<file path="config.mk">
export PLATFORM = sky130hd
export DESIGN_NAME = fbcp_protect
export DESIGN_NICKNAME = d
export VERILOG_FILES = /design/src/hw/fbcp_pkg.sv /design/src/hw/fbcp_addr_decode.sv /design/src/hw/fbcp_protect.sv
export SDC_FILE = /design/constraint.sdc
export NUM_CORES = 1
export LEC_CHECK = 0
export BUFFER_PORTS_ARGS = -buffer_cell sky130_fd_sc_hd__buf_2
export CAP_MARGIN = 0
export CORE_ASPECT_RATIO = 0.6
export CORE_MARGIN = 2
export CORE_UTILIZATION = 35
export CTS_BUF_LIST = sky130_fd_sc_hd__clkbuf_16
export DETAILED_ROUTE_END_ITERATION = 8
export MAX_ROUTING_LAYER = met4
export SYNTH_ARGS = -nofsm -noshare
export SYNTH_HDL_FRONTEND = slang
export SYNTH_HIERARCHICAL = 1
export SYNTH_SLANG_ARGS = --single-unit
</file>
<file path="constraint.sdc">
create_clock -name clk -period 11.6 [get_ports clk]
set_input_delay 1.16 -clock clk [delete_from_list [all_inputs] [get_ports clk]]
set_output_delay 1.16 -clock clk [all_outputs]
set_load 0.01 [all_outputs]
</file>
<file path="src/hw/fbcp_pkg.sv">
// shared constants for the flash block code protection checker
package fbcp_pkg;
  // program memory block boundaries (exclusive ends)
  localparam logic [21:0] BOOT_END = 22'h000800;
  localparam logic [21:0] BLK0_END = 22'h002000;
  localparam logic [21:0] BLK1_END = 22'h004000;
  localparam logic [21:0] BLK2_END = 22'h006000;
  localparam logic [21:0] BLK3_END = 22'h008000;
  // user identification bytes
  localparam logic [21:0] ID_BASE = 22'h200000;
  localparam logic [21:0] ID_END = 22'h200008;
  // configuration space page and protection bytes
  localparam logic [13:0] CFG_PAGE = 14'h3000;
  localparam logic [21:0] CFG_EXT_LO = 22'h300008;
  localparam logic [21:0] CFG_EXT_HI = 22'h300009;
  localparam logic [21:0] CFG_WR_LO = 22'h30000a;
  localparam logic [21:0] CFG_WR_HI = 22'h30000b;
  localparam logic [21:0] CFG_RD_LO = 22'h30000c;
  localparam logic [21:0] CFG_RD_HI = 22'h30000d;
  // field positions inside the high protection bytes
  localparam int EE_BIT = 7;
  localparam int BOOT_BIT = 6;
  localparam int CFG_BIT = 5;
  // block index: boot block, then blocks 0 to 3
  localparam logic [2:0] BLK_BOOT = 3'h0;
  localparam logic [2:0] BLK_0 = 3'h1;
  localparam logic [2:0] BLK_1 = 3'h2;
  localparam logic [2:0] BLK_2 = 3'h3;
  localparam logic [2:0] BLK_3 = 3'h4;
  // unprogrammed value of every protection bit is one
  localparam logic [4:0] LOCKS_RESET = 5'h1f;
  localparam logic FLAG_RESET = 1'b1;
  localparam logic [3:0] IMPL_LARGE = 4'hf;
  localparam logic [3:0] IMPL_SMALL = 4'h3;
  // arbitrary neutral identification values
  localparam logic [21:0] DEVID_ADDR_DEF = 22'h3ffffe;
  localparam logic [15:0] DEVICE_ID_DEF = 16'h0000;

  typedef enum logic [2:0] {
    SP_NONE = 3'b000,
    SP_PROG = 3'b001,
    SP_ID = 3'b010,
    SP_LOCK = 3'b011,
    SP_CFG = 3'b100,
    SP_DEVID = 3'b101
  } fbcp_space_t;

  typedef enum logic [0:0] {
    ST_IDLE = 1'b0,
    ST_FLASH = 1'b1
  } fbcp_state_t;
endpackage

</file>
<file path="src/hw/fbcp_addr_decode.sv">
// address space and program block decoder
`timescale 1ns/1ps
module fbcp_addr_decode #(
  parameter logic [21:0] DEVID_ADDR = fbcp_pkg::DEVID_ADDR_DEF
) (
  input wire logic [21:0] addr,
  input wire logic size_32k,
  output fbcp_pkg::fbcp_space_t space,
  output logic [2:0] blk
);
  always_comb
  begin
    space = fbcp_pkg::SP_NONE;
    blk = fbcp_pkg::BLK_BOOT;
    if (addr < fbcp_pkg::BOOT_END) // [RULE1]
    begin
      space = fbcp_pkg::SP_PROG;
    end
    else if (addr < fbcp_pkg::BLK0_END) // [RULE2]
    begin
      space = fbcp_pkg::SP_PROG;
      blk = fbcp_pkg::BLK_0;
    end
    else if (addr < fbcp_pkg::BLK1_END)
    begin
      space = fbcp_pkg::SP_PROG;
      blk = fbcp_pkg::BLK_1;
    end
    else if (addr < fbcp_pkg::BLK3_END) // [RULE2]
    begin
      // blocks 2 and 3 exist only on the larger array
      space = size_32k ? fbcp_pkg::SP_PROG : fbcp_pkg::SP_NONE;
      blk = (addr < fbcp_pkg::BLK2_END) ? fbcp_pkg::BLK_2 : fbcp_pkg::BLK_3;
    end
    else if (addr >= fbcp_pkg::ID_BASE && addr < fbcp_pkg::ID_END)
    begin
      space = fbcp_pkg::SP_ID;
    end
    else if (addr >= fbcp_pkg::CFG_EXT_LO && addr <= fbcp_pkg::CFG_RD_HI)
    begin
      space = fbcp_pkg::SP_LOCK;
    end
    else if (addr[21:8] == fbcp_pkg::CFG_PAGE)
    begin
      space = fbcp_pkg::SP_CFG;
    end
    else if (addr[21:1] == DEVID_ADDR[21:1])
    begin
      space = fbcp_pkg::SP_DEVID;
    end
  end
endmodule

</file>
<file path="src/hw/fbcp_protect.sv">
// table access protection checker for program flash, eeprom and config
//
// Functional notes
// [RULE1] boot block 000h-7FFh, three or five blocks
// [RULE2] blocks 0-3 at fixed binary boundaries
// [RULE3] each block has three own lock bits
// [RULE4] lock bytes at 300008h to 30000Dh
// [RULE5] table ops reach flash, id, config
// [RULE6] external lock only blocks programmer access
// [RULE7] write lock zero refuses table writes
// [RULE8] same-block table read still returns data
// [RULE9] foreign table read denied, returns zeros
// [RULE10] lock bits only go one to zero
// [RULE11] only programmer erase sets locks back; reset also reloads every lock to one
// [RULE12] eeprom external lock blocks programmer access
// [RULE13] eeprom write lock blocks all writes
// [RULE14] core eeprom reads always allowed
// [RULE15] config write lock, read-only to core
// [RULE16] eight id bytes read and written
// [RULE17] id bytes readable under code protection
// [RULE18] clock, data, program-voltage pins used
// [RULE19] debug bit zero reserves serial pins
// [RULE20] unimplemented lock bits read zero
// [RULE21] unprogrammed locks read one, clear only
// [RULE22] source block from pc, target from pointer
`timescale 1ns/1ps
module fbcp_protect #(
  parameter logic [21:0] DEVID_ADDR = fbcp_pkg::DEVID_ADDR_DEF,
  parameter logic [15:0] DEVICE_ID = fbcp_pkg::DEVICE_ID_DEF
) (
  input wire logic clk,
  input wire logic reset,
  input wire logic size_32k,
  input wire logic debug_config_bit,
  input wire logic master_clear_program_voltage_pin,
  input wire logic serial_clock_pin,
  input wire logic serial_data_pin_in,
  output logic serial_data_pin_out,
  output logic serial_data_pin_oe,
  output logic serial_clock_sync,
  output logic serial_data_sync,
  input wire logic proto_data_out,
  input wire logic proto_data_oe,
  output logic program_mode,
  output logic debugger_enable,
  output logic serial_pins_reserved,
  input wire logic core_req,
  input wire logic core_write,
  input wire logic [21:0] core_addr,
  input wire logic [21:0] core_pc,
  input wire logic [7:0] core_wdata,
  output logic core_ready,
  input wire logic prog_req,
  input wire logic prog_write,
  input wire logic [21:0] prog_addr,
  input wire logic [7:0] prog_wdata,
  input wire logic prog_erase,
  input wire logic prog_erase_all,
  input wire logic [2:0] prog_erase_blk,
  output logic prog_ready,
  output logic rsp_done,
  output logic rsp_denied,
  output logic [7:0] rsp_rdata,
  output logic flash_req,
  output logic flash_we,
  output logic [21:0] flash_addr,
  output logic [7:0] flash_wdata,
  input wire logic [7:0] flash_rdata,
  output logic ee_core_read_ok,
  output logic ee_core_write_ok,
  output logic ee_ext_read_ok,
  output logic ee_ext_write_ok
);
  typedef struct packed {
    fbcp_pkg::fbcp_state_t state;
    logic [1:0] vpp_sync, sclk_sync, sdat_sync;
    logic [4:0] ext_lock, wr_lock, rd_lock;
    logic ee_ext, ee_wr, cfg_wr, dbg_en, rsp_done, rsp_denied;
    logic [7:0] rsp_rdata;
    logic flash_req, flash_we;
    logic [21:0] flash_addr;
    logic [7:0] flash_wdata;
    logic sdat_out, sdat_oe;
  } fbcp_regs_t;

  fbcp_regs_t r, next_r;
  fbcp_pkg::fbcp_space_t t_space, s_space;
  logic [2:0] t_blk, s_blk;
  logic take, take_erase, a_write, ok, to_flash;
  logic [21:0] a_addr;
  logic [7:0] a_wdata;
  logic [7:0] rbyte;
  logic [3:0] impl;

  // source block from the executing instruction, target from the pointer
  fbcp_addr_decode #(.DEVID_ADDR(DEVID_ADDR)) u_tgt (
    .addr(a_addr),
    .size_32k(size_32k),
    .space(t_space),
    .blk(t_blk)
  ); // [RULE22]
  fbcp_addr_decode #(.DEVID_ADDR(DEVID_ADDR)) u_src (
    .addr(core_pc),
    .size_32k(size_32k),
    .space(s_space),
    .blk(s_blk)
  ); // [RULE22]

  assign program_mode = r.vpp_sync[1];
  assign serial_clock_sync = r.sclk_sync[1];
  assign serial_data_sync = r.sdat_sync[1];
  assign serial_data_pin_out = r.sdat_out;
  assign serial_data_pin_oe = r.sdat_oe;
  assign debugger_enable = r.dbg_en;
  assign serial_pins_reserved = r.dbg_en | r.vpp_sync[1];
  assign core_ready = (r.state == fbcp_pkg::ST_IDLE) && !r.vpp_sync[1];
  assign prog_ready = (r.state == fbcp_pkg::ST_IDLE) && r.vpp_sync[1];
  assign rsp_done = r.rsp_done;
  assign rsp_denied = r.rsp_denied;
  assign rsp_rdata = r.rsp_rdata;
  assign flash_req = r.flash_req;
  assign flash_we = r.flash_we;
  assign flash_addr = r.flash_addr;
  assign flash_wdata = r.flash_wdata;
  assign take_erase = prog_ready && prog_erase;
  assign take = (core_ready && core_req) || (prog_ready && prog_req && !prog_erase);
  assign a_write = r.vpp_sync[1] ? prog_write : core_write;
  assign a_addr = r.vpp_sync[1] ? prog_addr : core_addr;
  assign a_wdata = r.vpp_sync[1] ? prog_wdata : core_wdata;
  // core eeprom reads are never gated
  assign ee_core_read_ok = 1'b1; // [RULE14]
  assign ee_core_write_ok = r.ee_wr; // [RULE13]
  assign ee_ext_read_ok = r.ee_ext; // [RULE12]
  assign ee_ext_write_ok = r.ee_ext & r.ee_wr; // [RULE12] [RULE13]

  always_comb
  begin
    next_r = r;
    next_r.vpp_sync = {r.vpp_sync[0], master_clear_program_voltage_pin}; // [RULE18]
    next_r.sclk_sync = {r.sclk_sync[0], serial_clock_pin}; // [RULE18]
    next_r.sdat_sync = {r.sdat_sync[0], serial_data_pin_in}; // [RULE18]
    next_r.dbg_en = !debug_config_bit; // [RULE19]
    // data pin driven only while programming or debugging owns it
    next_r.sdat_out = proto_data_out;
    next_r.sdat_oe = proto_data_oe & (r.vpp_sync[1] | r.dbg_en); // [RULE19]
    next_r.rsp_done = 1'b0;
    next_r.flash_req = 1'b0;
    impl = size_32k ? fbcp_pkg::IMPL_LARGE : fbcp_pkg::IMPL_SMALL;
    ok = 1'b0;
    to_flash = 1'b0;
    rbyte = 8'h00;
    case (a_addr)
      fbcp_pkg::CFG_EXT_LO: rbyte = {4'h0, r.ext_lock[4:1] & impl}; // [RULE4] [RULE20]
      fbcp_pkg::CFG_EXT_HI: rbyte = {r.ee_ext, r.ext_lock[0], 6'h00}; // [RULE4] [RULE20]
      fbcp_pkg::CFG_WR_LO: rbyte = {4'h0, r.wr_lock[4:1] & impl}; // [RULE4] [RULE20]
      fbcp_pkg::CFG_WR_HI: rbyte = {r.ee_wr, r.wr_lock[0], r.cfg_wr, 5'h00}; // [RULE4] [RULE20]
      fbcp_pkg::CFG_RD_LO: rbyte = {4'h0, r.rd_lock[4:1] & impl}; // [RULE4] [RULE20]
      fbcp_pkg::CFG_RD_HI: rbyte = {1'b0, r.rd_lock[0], 6'h00}; // [RULE4] [RULE20]
      default: rbyte = 8'h00;
    endcase
    case (t_space)
      fbcp_pkg::SP_PROG:
      begin
        if (r.vpp_sync[1])
        begin
          ok = r.ext_lock[t_blk] & (!a_write | r.wr_lock[t_blk]); // [RULE6] [RULE3]
        end
        else if (a_write)
        begin
          ok = r.wr_lock[t_blk]; // [RULE7]
        end
        else
        begin
          ok = r.rd_lock[t_blk] | (s_space == fbcp_pkg::SP_PROG && s_blk == t_blk); // [RULE8] [RULE9]
        end
        to_flash = ok; // [RULE5]
      end
      fbcp_pkg::SP_ID:
      begin
        // id bytes ignore every program block lock
        ok = 1'b1; // [RULE16] [RULE17]
        to_flash = 1'b1;
      end
      fbcp_pkg::SP_LOCK, fbcp_pkg::SP_CFG:
      begin
        ok = !a_write || r.vpp_sync[1] || r.cfg_wr; // [RULE15]
        to_flash = ok && t_space == fbcp_pkg::SP_CFG; // [RULE5]
      end
      fbcp_pkg::SP_DEVID:
      begin
        ok = !a_write; // [RULE5]
        rbyte = a_addr[0] ? DEVICE_ID[15:8] : DEVICE_ID[7:0];
      end
      default:
      begin
        // unimplemented space: reads give zeros, writes are dropped
        ok = !a_write;
      end
    endcase
    case (r.state)
      fbcp_pkg::ST_IDLE:
      begin
        if (take_erase)
        begin
          // erase restores locks; only reachable with programming voltage
          if (prog_erase_all)
          begin
            next_r.ext_lock = fbcp_pkg::LOCKS_RESET; // [RULE11]
            next_r.wr_lock = fbcp_pkg::LOCKS_RESET;
            next_r.rd_lock = fbcp_pkg::LOCKS_RESET;
            next_r.ee_ext = fbcp_pkg::FLAG_RESET;
            next_r.ee_wr = fbcp_pkg::FLAG_RESET;
            next_r.cfg_wr = fbcp_pkg::FLAG_RESET;
          end
          else if (prog_erase_blk <= fbcp_pkg::BLK_3)
          begin
            next_r.ext_lock[prog_erase_blk] = 1'b1; // [RULE11]
            next_r.wr_lock[prog_erase_blk] = 1'b1;
            next_r.rd_lock[prog_erase_blk] = 1'b1;
          end
          next_r.rsp_done = 1'b1;
          next_r.rsp_denied = 1'b0;
          next_r.rsp_rdata = 8'h00;
        end
        else if (take)
        begin
          next_r.rsp_denied = !ok;
          // denied reads must not leak stale data
          next_r.rsp_rdata = ok ? rbyte : 8'h00; // [RULE9]
          if (to_flash)
          begin
            next_r.flash_req = 1'b1;
            next_r.flash_we = a_write;
            next_r.flash_addr = a_addr;
            next_r.flash_wdata = a_wdata;
            next_r.state = fbcp_pkg::ST_FLASH;
          end
          else
          begin
            next_r.rsp_done = 1'b1;
          end
          if (ok && a_write && t_space == fbcp_pkg::SP_LOCK)
          begin
            // and-ing makes every lock clear-only
            case (a_addr)
              fbcp_pkg::CFG_EXT_LO: next_r.ext_lock[4:1] = r.ext_lock[4:1] & a_wdata[3:0]; // [RULE10] [RULE21]
              fbcp_pkg::CFG_EXT_HI:
              begin
                next_r.ee_ext = r.ee_ext & a_wdata[fbcp_pkg::EE_BIT]; // [RULE10]
                next_r.ext_lock[0] = r.ext_lock[0] & a_wdata[fbcp_pkg::BOOT_BIT];
              end
              fbcp_pkg::CFG_WR_LO: next_r.wr_lock[4:1] = r.wr_lock[4:1] & a_wdata[3:0]; // [RULE10]
              fbcp_pkg::CFG_WR_HI:
              begin
                next_r.ee_wr = r.ee_wr & a_wdata[fbcp_pkg::EE_BIT]; // [RULE10]
                next_r.wr_lock[0] = r.wr_lock[0] & a_wdata[fbcp_pkg::BOOT_BIT];
                if (r.vpp_sync[1])
                begin
                  next_r.cfg_wr = r.cfg_wr & a_wdata[fbcp_pkg::CFG_BIT]; // [RULE15]
                end
              end
              fbcp_pkg::CFG_RD_LO: next_r.rd_lock[4:1] = r.rd_lock[4:1] & a_wdata[3:0]; // [RULE10]
              fbcp_pkg::CFG_RD_HI: next_r.rd_lock[0] = r.rd_lock[0] & a_wdata[fbcp_pkg::BOOT_BIT];
              default: next_r.ee_wr = r.ee_wr;
            endcase
          end
        end
      end
      fbcp_pkg::ST_FLASH:
      begin
        // array answers in the same cycle as the strobe
        next_r.rsp_rdata = r.flash_we ? 8'h00 : flash_rdata; // [RULE8]
        next_r.rsp_done = 1'b1;
        next_r.state = fbcp_pkg::ST_IDLE;
      end
      default: next_r.state = fbcp_pkg::ST_IDLE;
    endcase
  end

  always_ff @(posedge clk)
  begin
    if (reset)
    begin
      r <= '0;
      r.state <= fbcp_pkg::ST_IDLE;
      r.ext_lock <= fbcp_pkg::LOCKS_RESET; // [RULE21]
      r.wr_lock <= fbcp_pkg::LOCKS_RESET;
      r.rd_lock <= fbcp_pkg::LOCKS_RESET;
      r.ee_ext <= fbcp_pkg::FLAG_RESET;
      r.ee_wr <= fbcp_pkg::FLAG_RESET;
      r.cfg_wr <= fbcp_pkg::FLAG_RESET;
    end
    else
    begin
      r <= next_r;
    end
  end

  logic [17:0] all_locks;
  assign all_locks = {r.ext_lock, r.wr_lock, r.rd_lock, r.ee_ext, r.ee_wr, r.cfg_wr};
endmodule

</file>
== After elaboration in Yosys (flattened, before gate mapping) ==
Index checks and enable logic that the tools add are counted.

* Logic and storage cells: 207
* Flip-flop bits (word level): 70

* Reduce and logical (&&, ||, !) cells: 45
* Eq/ne operators: 20
* $lt $le $gt $ge: 22
* Multiplexer cells: 73
* Bitwise operators: 24

{| class="wikitable"
|+ Operator list
! kind !! count
|-
| 22-bit == test, second input constant || 6
|-
| 22-bit >= comparator, second input constant || 4
|-
| 22-bit by 15-bit < comparator with 1-bit output, second input constant || 4
|-
| 3-bit 2-to-1 mux || 27
|-
| 18-bit 2-to-1 mux || 3
|-
| 8-bit case mux with 6 select lines || 1
|-
| 22-bit less-or-equal comparator, second input constant || 2
|-
| 22-bit by 12-bit < comparator with 1-bit output, second input constant || 2
|-
| 22-bit by 14-bit < comparator with 1-bit output, second input constant || 2
|-
| 22-bit by 16-bit < comparator with 1-bit output, second input constant || 2
|-
| 22-bit < comparator, second input constant || 2
|-
| 21-bit == test, second input constant || 2
|-
| 42-bit 2-to-1 mux || 1
|-
| 5-bit AND reduction || 8
|-
| 32-bit 2-to-1 mux || 1
|-
| 8-bit 2-to-1 mux || 4
|-
| 15-bit 2-to-1 mux || 2
|-
| 14-bit == test, second input constant || 2
|-
| 4-bit AND || 6
|-
| 22-bit 2-to-1 mux || 1
|-
| 1-bit 2-to-1 mux || 19
|-
| 2-bit nonzero test || 9
|-
| 4-bit 2-to-1 mux || 4
|-
| 8-bit case mux with 2 select lines || 1
|-
| other kinds (27) || 69
|}

== Longest topological paths before layout ==
Gate-level depths: netlist of the first run.

* Depth in word-level cells: 20
* Gate-level depth with buffers: 18
* Mapped depth without buffers: 13

== By module ==
Netlist of the first run, hierarchy kept.

{| class="wikitable"
|+ By module, submodules not included
! module !! area an instance (um^2) !! cells an instance !! instances
|-
| fbcp_protect || 3985.1 || 458 || 1
|-
| fbcp_addr_decode || 206.4 || 29 || 2
|}

== Least setup slack after synthesis of the first run ==
OpenSTA, ideal clock, no wires.

* Path type: register to register
* Start: reg r, in the netlist program_mode
* End: reg r, in the netlist flash_addr[1]
* Cell stages (with the launch flop): 17
* Arrival: 5029 ps
* Library setup time: 128 ps
* Path slack: 6443 ps
* Cells stage by stage: dfxtp_1 -> buf_2 -> buf_2 -> buf_1 -> buf_1 -> mux2_2 -> or4_4 -> or4_4 -> nor2_1 -> mux4_2 -> a221o_1 -> and3_1 -> a21boi_4 -> o21ai_4 -> buf_4 -> mux2i_1 -> nor2_1

* Cells in the longest elaborated chain, start to end: 14
* Elaborated cells on any way between the ends: 61

{| class="wikitable"
|+ RTL lines
! item !! line !! RTL
|-
| from (decl) || fbcp_protect.sv:86 || <nowiki>fbcp_regs_t r, next_r;</nowiki>
|-
| from (signal assigned) || fbcp_protect.sv:295 || <nowiki>r <= next_r;</nowiki>
|-
| 22-bit 2-to-1 mux * || fbcp_protect.sv:128 || <nowiki>assign a_addr = r.vpp_sync[1] ? prog_addr : core_addr;</nowiki>
|-
| via a_addr[16] || fbcp_protect.sv:90 || <nowiki>logic [21:0] a_addr;</nowiki>
|-
| 22-bit by 15-bit < comparator with 1-bit output || fbcp_addr_decode.sv:33 || <nowiki>blk = (addr < fbcp_pkg::BLK2_END) ? fbcp_pkg::BLK_2 : fbcp_pkg::BLK_3;</nowiki>
|-
| 3-bit 2-to-1 mux || fbcp_addr_decode.sv:33 ||
|-
| 3-bit 2-to-1 mux || fbcp_addr_decode.sv:29 || <nowiki>else if (addr < fbcp_pkg::BLK3_END)</nowiki>
|-
| 3-bit 2-to-1 mux || fbcp_addr_decode.sv:24 || <nowiki>else if (addr < fbcp_pkg::BLK1_END)</nowiki>
|-
| 3-bit 2-to-1 mux || fbcp_addr_decode.sv:19 || <nowiki>else if (addr < fbcp_pkg::BLK0_END)</nowiki>
|-
| 3-bit 2-to-1 mux * || fbcp_addr_decode.sv:15 || <nowiki>if (addr < fbcp_pkg::BOOT_END)</nowiki>
|-
| via t_blk[1] || fbcp_protect.sv:88 || <nowiki>logic [2:0] t_blk, s_blk;</nowiki>
|-
| 1-bit binary-select mux with 3-bit select, or another cell as far along || fbcp_protect.sv:174 || <nowiki>ok = r.rd_lock[t_blk] | (s_space == fbcp_pkg::SP_PROG && s_blk == t_blk);</nowiki>
|-
| 1-bit 2-to-1 mux (not written as such), or another cell as far along || fbcp_protect.sv:174 ||
|-
| 1-bit bitwise OR (on tied branches) || fbcp_protect.sv:174, fbcp_protect.sv:166 ||
|-
| 1-bit 2-to-1 mux or 1-bit AND (tied branches) || fbcp_protect.sv:168, fbcp_protect.sv:166 ||
|-
| 1-bit 2-to-1 mux * || fbcp_protect.sv:164 || <nowiki>if (r.vpp_sync[1])</nowiki>
|-
| 1-bit case mux with 3 select lines * || fbcp_protect.sv:161 || <nowiki>case (t_space)</nowiki>
|-
| 4-bit AND reduction (no source line) * || -- ||
|}

Mark *: on every way through the listed nets, which the timed path passes. The rest lies on a longest branch. The select of a mux whose other input is x is not followed.
A chain may end at the register's enable or synchronous reset.

== Worst setup path in the final report of the first run ==
* Start: in prog_addr[16]
* End: reg r, in the netlist flash_wdata[5]

* Cells in the longest elaborated chain, start to end: 14
* Elaborated cells on any way between the ends: 48

{| class="wikitable"
|+ RTL lines
! item !! line !! RTL
|-
| from (decl) || fbcp_protect.sv:55 || <nowiki>input wire logic [21:0] prog_addr,</nowiki>
|-
| 22-bit 2-to-1 mux * || fbcp_protect.sv:128 ||
|-
| via a_addr[16] || fbcp_protect.sv:90 ||
|-
| 22-bit by 15-bit < comparator with 1-bit output || fbcp_addr_decode.sv:33 ||
|-
| 3-bit 2-to-1 mux || fbcp_addr_decode.sv:33 ||
|-
| 3-bit 2-to-1 mux || fbcp_addr_decode.sv:29 ||
|-
| 3-bit 2-to-1 mux || fbcp_addr_decode.sv:24 ||
|-
| 3-bit 2-to-1 mux || fbcp_addr_decode.sv:19 ||
|-
| 3-bit 2-to-1 mux * || fbcp_addr_decode.sv:15 ||
|-
| via t_blk[0] || fbcp_protect.sv:88 ||
|-
| 1-bit binary-select mux with 3-bit select, or another cell as far along || fbcp_protect.sv:174 ||
|-
| 1-bit 2-to-1 mux (not written as such), or another cell as far along || fbcp_protect.sv:174 ||
|-
| 1-bit bitwise OR (on tied branches) || fbcp_protect.sv:174, fbcp_protect.sv:166 ||
|-
| 1-bit 2-to-1 mux or 1-bit AND (tied branches) || fbcp_protect.sv:168, fbcp_protect.sv:166 ||
|-
| 1-bit 2-to-1 mux * || fbcp_protect.sv:164 ||
|-
| 1-bit case mux with 3 select lines * || fbcp_protect.sv:161 ||
|-
| 4-bit AND reduction (no source line) * || -- ||
|}

Marks and branches as above.

==> impl_metrics.toml, run 1 <==
[critical_path]
crit_arrival_ns = 5.65
crit_required_ns = 11.79
worst-path-max-fanout = 33
cp-end-kind = "flop"
critPathLaunchType = "input port"
r2r-start = "program_mode"
startpoint = "prog_addr[16]"
critPathKind = "in2reg"
r2r_cells = 12

[yosys]
synth_edf_count = 0
synthArstFlopShare = 0
synthTopCellsByArea = "dfxtp_1, mux2i_1, buf_4"
avgSynthCellArea_um2 = 8.52
synthFlopType = "dfxtp_1"
synth_seq_cells = 70
ys_warn_count = 6
syn_inst = 516
synth_seq_area_share = 0.319
ys_types = 65
synth_fp_nets = 624
synth_top_area_frac = 0.319
netlist_area_um2 = 4400
synth_top_cell_by_area = "dfxtp_1"

[detailed_routing]
postRouteAntennaNets = 0
drt_first_pass_iters = 5
dr_total_vias = 4289
drc = 0
vias_per_cell = 5.34
drt_iter0_drc = 288
totalWireLength_um = 13300
routedWlPerCell_um = 16.6

[global_routing]
grt_pass1_vias = 4019
busiest_layer = "met1"
grt_use_total = 0.201
antenna_found_initial = 1
grt_max_degree = 64
use_met3 = 0.0596
grt_use_met1 = 0.283
grt_pass1_wl_um = 20800
grt_overflow = 0
grtUsageMet2 = 0.277

[clock_tree]
clk_latency_ns = 0.33
cts_made_buffers = 9
clock_path_buffers = 2
clk_pin_slew_ns = 0.06
htree_levels = 3
postCtsSetupBuffers = 0
cts_root_buf = "clkbuf_16"
ctsHoldBuffers = 0
cts_resized = 0
tritoncts = "yes"
cts.sinks = 70

[worst_hold_path]
hp-start = "next_r[68]"
hold_path_depth = 1
hold_class = "reg2reg"

[die]
rows = 31
die_w_um = 149
die_y_um = 90.8
die_area_um2 = 13500
num_io_pins = 163
start_util = 0.362
core_area_um2 = 12100

[timing]
slew_headroom = 0.284
fin_skew_ns = 0.00869
fin_crit_sh = 0.470
tightest_slew_ns = 1.07
hold_viol = 0
setup_tns_ns = 0
layout_min_cycle_time_ns = 5.46
setup_ws_ns = 6.14
setup_violations = 0
rsz0062_at_grt = "false"
slew_viol_final = 0
max_freq_mhz = 183

[power]
leakagePower_nw = 2.46
pwr_density_cell_nw_per_um2 = 112
peakVddDrop_uv = 63.9

[placement]
dp_slack_ns = 5.75
placed_cell_area_um2 = 5030
hpwlAfterDp_um = 10600
numPortBuffers = 160
place_congestion = 0.946

[cells_and_area]
syn2layout_area_growth_pct = 21.3
fin_nets = 740
postLayoutCellArea_um2 = 5330
layout-drive-gt1-share = 0.356

[run_status]
outcome = "completed"

[run]
cap_violations = 0
cells by family after synthesis:
family	Yosys count	share of synthesized area
AOI/OAI and AO/OA	92	0.156
xor gates and xnor gates	4	0.00797
buffers and inverters	72	0.102
DFF	70	0.319
muxes	66	0.165
other	1	0.000853
and+or+nand+nor	211	0.249
stage by stage:
stage	total power, mW	utilization	hold slack [ns]	instances
2_1_floorplan	0.291	-	0.414	516
3_3_place_gp	0.326	0.415	0.420	786
3_5_place_dp	0.327	0.415	0.429	786
4_1_cts	0.601	0.439	0.441	802
5_1_grt	0.620	0.439	0.459	803
6_report	0.598	0.439	0.440	803
cell usage after synthesis (2+ instances only):
library cell and count:
nor2_1 84, dfxtp_1 70, buf_4 42, mux2i_1 37
mux2_2 26, nand2_1 26, nand4_1 19, a21oi_1 18
a31oi_1 14, nor2b_1 14, nor4_1 14, inv_1 12
nor3_1 10, clkbuf_1 9, o22ai_1 9, a211oi_1 7
a22oi_1 6, and3_1 6, nand3_1 6, o21ai_0 5
o21bai_1 5, a31o_1 4, and2_1 4, nor3b_1 4
or4_4 4, xnor2_1 4, and4bb_1 3, buf_1 3
buf_2 3, nand2b_1 3, or2_2 3, a211oi_2 2
a21bo_2 2, a21o_1 2, a311oi_1 2, and4_2 2
nand4b_1 2, o311ai_2 2, or3_1 2
power breakdown:
| group | switching [mW] | total, mW | internal (mW) | leakage (nW) |
|---|---|---|---|---|
| combinational | 0.0450 | 0.0781 | 0.0331 | 1.75 |
| clock | 0.109 | 0.275 | 0.167 | 0.144 |
| sequential | 0.00129 | 0.245 | 0.243 | 0.568 |
cell type report:
cell class	instances	area, um2
Clock inverter	7	71.3
Timing Repair Buffer	164	831
Antenna cell	1	2.50
Sequential cell	70	1400
Tap cell	165	206
Clock buffer	9	225
Multi-Input combinational cell	374	2550
Fill cell	1171	6810
Inverter	13	48.8
metal layers:
metal	routed length (um)	share of wire	vias up
met1	6560	0.49	2016
met4	130	0.0097	0
li1	-	-	2081
met5	0	0	-
met3	1130	0.085	9
met2	5510	0.41	183
path summary, 6_finish.rpt:
path               endpoint  slack, ns
max reg2reg  flash_wdata[5]       6.47
min reg2reg    program_mode       0.44
max          flash_wdata[5]       6.14
min            program_mode       0.44
sequential cells by signal (all words and copies together), names as in the netlist, 3 cells and up:
register and count:
all_locks 16, flash_addr 22, flash_wdata 8, next_r 3
rsp_rdata 8
worst max-delay path: stages:
cell	delay, ns
buf_2	0.11
mux2_2	0.30
or4_4	0.55
or4_4	0.43
nor3_1	0.86
mux2_2	0.43
a2111o_1	0.43
and3_1	0.22
a21boi_4	0.18
o21ai_4	0.16
buf_4	0.49
mux2i_1	0.26
nor2_1	0.06
cells in the final DEF (no fill, tap or decap), types with 3 or more instances in the layout:
cell type    n
inv_1       13
or4_4        4
a21oi_1     18
a22oi_1      6
and4bb_1     3
xnor2_1      4
mux2i_1     37
a31oi_1     14
nor4_1      14
a211oi_1     7
or2_2        3
nand3_1      6
clkbuf_16    9
o21bai_1     5
mux2_2      26
nand4_1     19
nor3b_1      4
o22ai_1      9
a31o_1       4
nor2b_1     14
nor2_1      84
buf_4        4
dfxtp_1     69
and2_1       4
nand2b_1     3
buf_2      160
nor3_1      10
o21ai_0      5
and3_1       6
nand2_1     26
No activity file was read; power rests on OpenSTA's default activity.
==> run 2: changes to the inputs <==
Settings changed: ABC_AREA set to 1.
Clock period 11.6 ns to 4.6 ns, I/O delays scaled along.
==> run 2 against run 1 <==
  * Synthesized cell count up 72%
  * Clock power rose to 2.6 times the previous value
  * Wire length is 25% higher
  * Flip-flop and latch count did not move
  * Combinational power grew to 3.4 times the previous value
  * First-iteration DRC count rose by 84%
  * Register-to-register slack lost 5.8 ns
  * Cell area up 15%
  * Utilization is 1.6 points lower
  * Via count rose by 37%
  * Sequential power rose to 2.5 times the previous value
  * Largest cell class unchanged
==> impl_metrics.toml, run 2 <==
[die]
die_area_um2 = 16000
die_w_um = 162
rows = 34
die_y_um = 98.8
num_io_pins = 163
core_area_um2 = 14500
start_util = 0.361

[clock_tree]
cts_made_buffers = 9
clock_path_buffers = 2
tritoncts = "yes"
cts_root_buf = "clkbuf_16"
clk_pin_slew_ns = 0.06
cts.sinks = 70
postCtsSetupBuffers = 0
clk_latency_ns = 0.33
htree_levels = 3
ctsHoldBuffers = 0
cts_resized = 0

[cells_and_area]
multiInputGateArea_um2 = 2930
largest_reg_flops = 22
register_area_um2 = 1400
syn2layout_area_growth_pct = 17.4
fin_nets = 1101
layout-drive-gt1-share = 0.229
final_core_util = 0.423
num-fill-cells = 1646
layout_common_cells = "nand2_1, buf_2, nor2_1"
final_common_cell = "nand2_1"
n_antenna_cell = 0

[global_routing]
grt_overflow = 0
grt_use_total = 0.213
grt_pass1_wl_um = 26300
grt_pass1_vias = 5162
grt_max_degree = 39
antenna_found_initial = 0

[timing]
slew_headroom = 0.624
fin_crit_sh = 0.857
hold_viol = 0
setup_violations = 0
fin_skew_ns = 0.00850
max_freq_mhz = 254
rsz0062_at_grt = "false"
slew_viol_final = 0
tightest_slew_ns = 0.558
layout_min_cycle_time_ns = 3.94
hold_slack_ns = 0.272
setup_tns_ns = 0

[yosys]
syn_inst = 886
ys_types = 35
synthTopCellsByArea = "dfxtp_1, nand2_1, nor2_1"
synth_commonest_cells = "nand2_1, nor2_1, inv_1"
synth_top_cell_by_area = "dfxtp_1"
synth_top_area_frac = 0.267
synth_seq_area_share = 0.267
netlist_area_um2 = 5250
ys_warn_count = 6
synth_seq_cells = 70
synth_edf_count = 0
avgSynthCellArea_um2 = 5.92
synth_fp_nets = 994
synthFlopType = "dfxtp_1"
synthArstFlopShare = 0
yosysMostFrequentCell = "nand2_1"

[detailed_routing]
dr_total_vias = 5868
routedWlPerCell_um = 14.0
drc = 0
totalWireLength_um = 16700
postRouteAntennaNets = 0
drt_iter0_drc = 531
vias_per_cell = 4.91
drt_first_pass_iters = 5

[power]
leakagePower_nw = 3.22
pwr_density_cell_nw_per_um2 = 259
peakVddDrop_uv = 142

[placement]
place_congestion = 0.921
hpwlAfterDp_um = 13300
numPortBuffers = 160

[critical_path]
crit_required_ns = 4.79
worst-path-max-fanout = 35
critPathLaunchType = "flop"
crit_arrival_ns = 4.13
cp-end-kind = "flop"
critPathKind = "reg2reg"

[run]
cap_violations = 0

[worst_hold_path]
hold_class = "in2reg"

[run_status]
outcome = "completed"
==> run 2: cell families (layout without fill, tap and decap cells) <==
kind of cell	count (synthesis)	in the layout	synth area share
buf+inv	184	296	0.174
mux	1	1	0.00191
other cells	1	1	0.000715
compound gates	120	120	0.134
flops	70	70	0.267
simple gates	510	510	0.422
==> run 2: worst paths after layout <==
kind | endpoint | cells after the start | from | slack (ns)
max | all_locks[12] | 21 | program_mode | 0.66
min | debugger_enable | 2 | debug_config_bit | 0.27
max reg2reg | all_locks[12] | 21 | program_mode | 0.66
min reg2reg | program_mode | 2 | next_r[68] | 0.39
==> run 2: area by class of cell <==
type,instances,area share
sequential,70,0.228
clock inverter,7,0.0120
tap,198,0.0402
inverter,114,0.0699
clock buffer,9,0.0366
timing repair buffer,166,0.137
multi-input combinational,632,0.476
==> run 2: where the power goes <==
part | internal [mW] | switching, mW
clock network | 0.421 | 0.288
logic | 0.0893 | 0.176
registers | 0.617 | 0.00634
total | 1.13 | 0.470
==> run 2: metrics by stage <==
stage	instance area, um2	setup slack, ns	power [mW]	cells
after CTS	6160	0.653	1.62	1196
after floorplan	5250	1.68	0.798	886
final	6160	0.659	1.60	1196
after global placement	5860	0.705	0.897	1180
after global routing	6160	0.234	1.67	1196
after detailed placement	5860	0.683	0.898	1180
==> run 2: layer usage <==
metal / part of all wire / global-route usage
met4: 0.0024 / 0.0259
met3: 0.094 / 0.0459
met5: 0 / -
met2: 0.38 / 0.285
met1: 0.52 / 0.329
==> run 2: worst max-delay path: stages, from the launching register on <==
cell and delay, ns:
dfxtp_2 0.54, inv_4 0.25, nand2_1 0.11, o21ai_1 0.12, nor2_1 0.27, nand4_1 0.21, inv_2 0.11, o211ai_1 0.08
nor2_1 0.37, inv_1 0.20, nand2_1 0.10, nand2_1 0.05, nor2_1 0.08, nand2_1 0.05, nand3_1 0.10, nand2_1 0.09
o21bai_2 0.17, nand3_1 0.11, nand2_2 0.38, nand3_1 0.24, nand2_1 0.11, nand3_1 0.06
==> run 3: changes to the inputs <==
Settings changed: SYNTH_HIERARCHICAL 1 to not set.
Clock period 4.6 ns to 3.3 ns, I/O delays scaled along.
==> run 3 against run 2 <==
  * Non-clock buffer count shrank 3
  * Count of clock-buffer cells in the layout is the same
  * Clock skew shrank 0.0017 ns
  * Critical path depth shrank 6
  * Die area shrank 10%
  * Critical path type unchanged
  * Final cell count shrank 14%
  * Largest power group unchanged
  * Wire length shrank 14%
==> impl_metrics.toml, run 3 <==
[power]
seqPwrFrac = 0.421
combPwrFrac = 0.150
p_sw_mw = 0.584
internal_power_mw = 1.47
clockPowerShare = 0.429
peakVddDrop_uv = 206
pwr_density_cell_nw_per_um2 = 368
switching_share = 0.284
leakagePower_nw = 3.08

[run]
cap_violations = 0

[placement]
place_congestion = 0.915
dp_slack_ns = 0.156
hpwlAfterDp_um = 11300
placed_cell_area_um2 = 5280
numPortBuffers = 150
dp.cells = 1014

[cells_and_area]
syn2layout_area_growth_pct = 19.3
multiInputGateArea_um2 = 2470
largest_reg_flops = 22
final_common_cell = "nand2_1"
fin_nets = 965
final_cells = 1031
postLayoutCellArea_um2 = 5590
layout_common_cells = "nand2_1, buf_2, nor2_1"
n_antenna_cell = 0
layout-drive-gt1-share = 0.258
register_area_um2 = 1400
final_core_util = 0.431
num-fill-cells = 1423

[detailed_routing]
totalWireLength_um = 14400
drc = 0
drt_first_pass_iters = 5
vias_per_cell = 4.79
postRouteAntennaNets = 0
routedWlPerCell_um = 14.0
dr_total_vias = 4937
drt_iter0_drc = 422

[critical_path]
slowest_delay_ns = 0.38
crit_chain = "buf_6, o21ai_2, inv_1, nor2_1, inv_2, nor4_1, nand4_1, nand2_2, nor2_2, nor2_1, nand3_2, nand2_4, nand3_1, nand2_1, nand3_1"
critPathKind = "reg2reg"
crit_required_ns = 3.50
worst-path-max-fanout = 20
critPathLaunchType = "flop"
crit_buf_inv = 3
crit_arrival_ns = 3.26
r2r_setup_slack_ns = 0.24
cp_top_family = "simple AND/OR/NAND/NOR gates"
cp-end-kind = "flop"
crit_slowest_cell = "nor4_1"

[die]
die_w_um = 153
num_io_pins = 163
start_util = 0.361
die_y_um = 93.6
core_area_um2 = 13000
rows = 32
die_area_um2 = 14400

[yosys]
synth_top_cell_by_area = "dfxtp_1"
synthTopCellsByArea = "dfxtp_1, nand2_1, nor2_1"
ys_types = 39
synthFlopType = "dfxtp_1"
netlist_area_um2 = 4690
synth_seq_area_share = 0.299
synth_fp_nets = 855
synth_seq_cells = 70
synth_edf_count = 0
synthArstFlopShare = 0
syn_inst = 747
yosysMostFrequentCell = "nand2_1"
synth_top_area_frac = 0.299
synth_commonest_cells = "nand2_1, nor2_1, inv_1"
avgSynthCellArea_um2 = 6.27
ys_warn_count = 0

[global_routing]
grt_pass1_wl_um = 22200
grt_overflow = 0
grt_max_degree = 29
grt_pass1_vias = 4349
antenna_found_initial = 0
grt_use_total = 0.200

[timing]
fin_skew_ns = 0.00683
setup_ws_ns = 0.241
tightest_slew_ns = 0.492
rsz0062_at_grt = "false"
slew_headroom = 0.669
max_freq_mhz = 327
layout_min_cycle_time_ns = 3.06
setup_tns_ns = 0
slew_viol_final = 0
setup_violations = 0
fin_crit_sh = 0.927
hold_viol = 0

[clock_tree]
htree_levels = 3
clk_pin_slew_ns = 0.06
cts_made_buffers = 9
cts.sinks = 70
tritoncts = "yes"
clock_path_buffers = 2
cts_root_buf = "clkbuf_16"
clk_latency_ns = 0.33

[worst_hold_path]
hold_class = "in2reg"

[run_status]
outcome = "completed"
run 3: cell count changes in the layout (fill, tap and decap cells not counted), moves of 7 or more:
| cell | previous run | this run |
|---|---|---|
| nand2_1 | 216 | 174 |
| nor2_1 | 139 | 103 |
| nand3_1 | 84 | 60 |
| a211oi_1 | 15 | 1 |
| inv_1 | 105 | 91 |
| o21ai_1 | 24 | 11 |
| buf_2 | 160 | 150 |
| nor2_2 | 11 | 2 |
| o21ai_0 | 30 | 37 |
| o21ai_2 | 9 | 2 |
run 3: layer usage:
metal / wire, um / track usage
met1: 7660 / 0.296
met2: 5500 / 0.271
met3: 1130 / 0.0477
met4: 109 / 0.0451
met5: 0 / -
run 3: what timing repair did:
item,4_1_cts,5_1_grt
gates resized for setup,0,11
setup endpoints to repair,0,49
hold buffers,0,0
setup buffers,0,1
run 3: power groups by stage:
stage          sequential (mW)  combinational, mW  clock [mW]
5_1_grt                  0.866              0.345       0.931
6_report                 0.865              0.309       0.881
4_1_cts                  0.865              0.302       0.898
3_3_place_gp             0.884              0.300           0
3_5_place_dp             0.884              0.300           0
2_1_floorplan            0.885              0.183           0
run 3: metrics by stage:
stage,hold slack (ns),total power [mW]
6_report,0.142,2.06
5_1_grt,0.141,2.14
4_1_cts,0.136,2.07
3_5_place_dp,0.396,1.18
3_3_place_gp,0.391,1.18
2_1_floorplan,0.388,1.07
run 3: area by class of cell:
type / instances / share of cell area
flip-flops and latches: 70 / 0.251
repair buffers: 163 / 0.152
clock inverters: 6 / 0.00694
inverters: 102 / 0.0698
clock buffers: 9 / 0.0403
well taps: 170 / 0.0381
multi-input cells: 511 / 0.441
run 3: path summary, 6_finish.rpt:
path	startpoint	to	cells past startpoint
max reg2reg	program_mode	all_locks[7]	15
min	debug_config_bit	debugger_enable	2
max	program_mode	all_locks[7]	15
min reg2reg	next_r[64]	serial_data_sync	2
run 3: cells by family (layout without fill, tap and decap cells):
family	Yosys count	in the layout	synth area share
other	1	1	0.000800
and+or+nand+nor	420	421	0.414
DFF	70	70	0.299
buffers and inverters	167	280	0.181
AOI/OAI and AO/OA	89	89	0.105
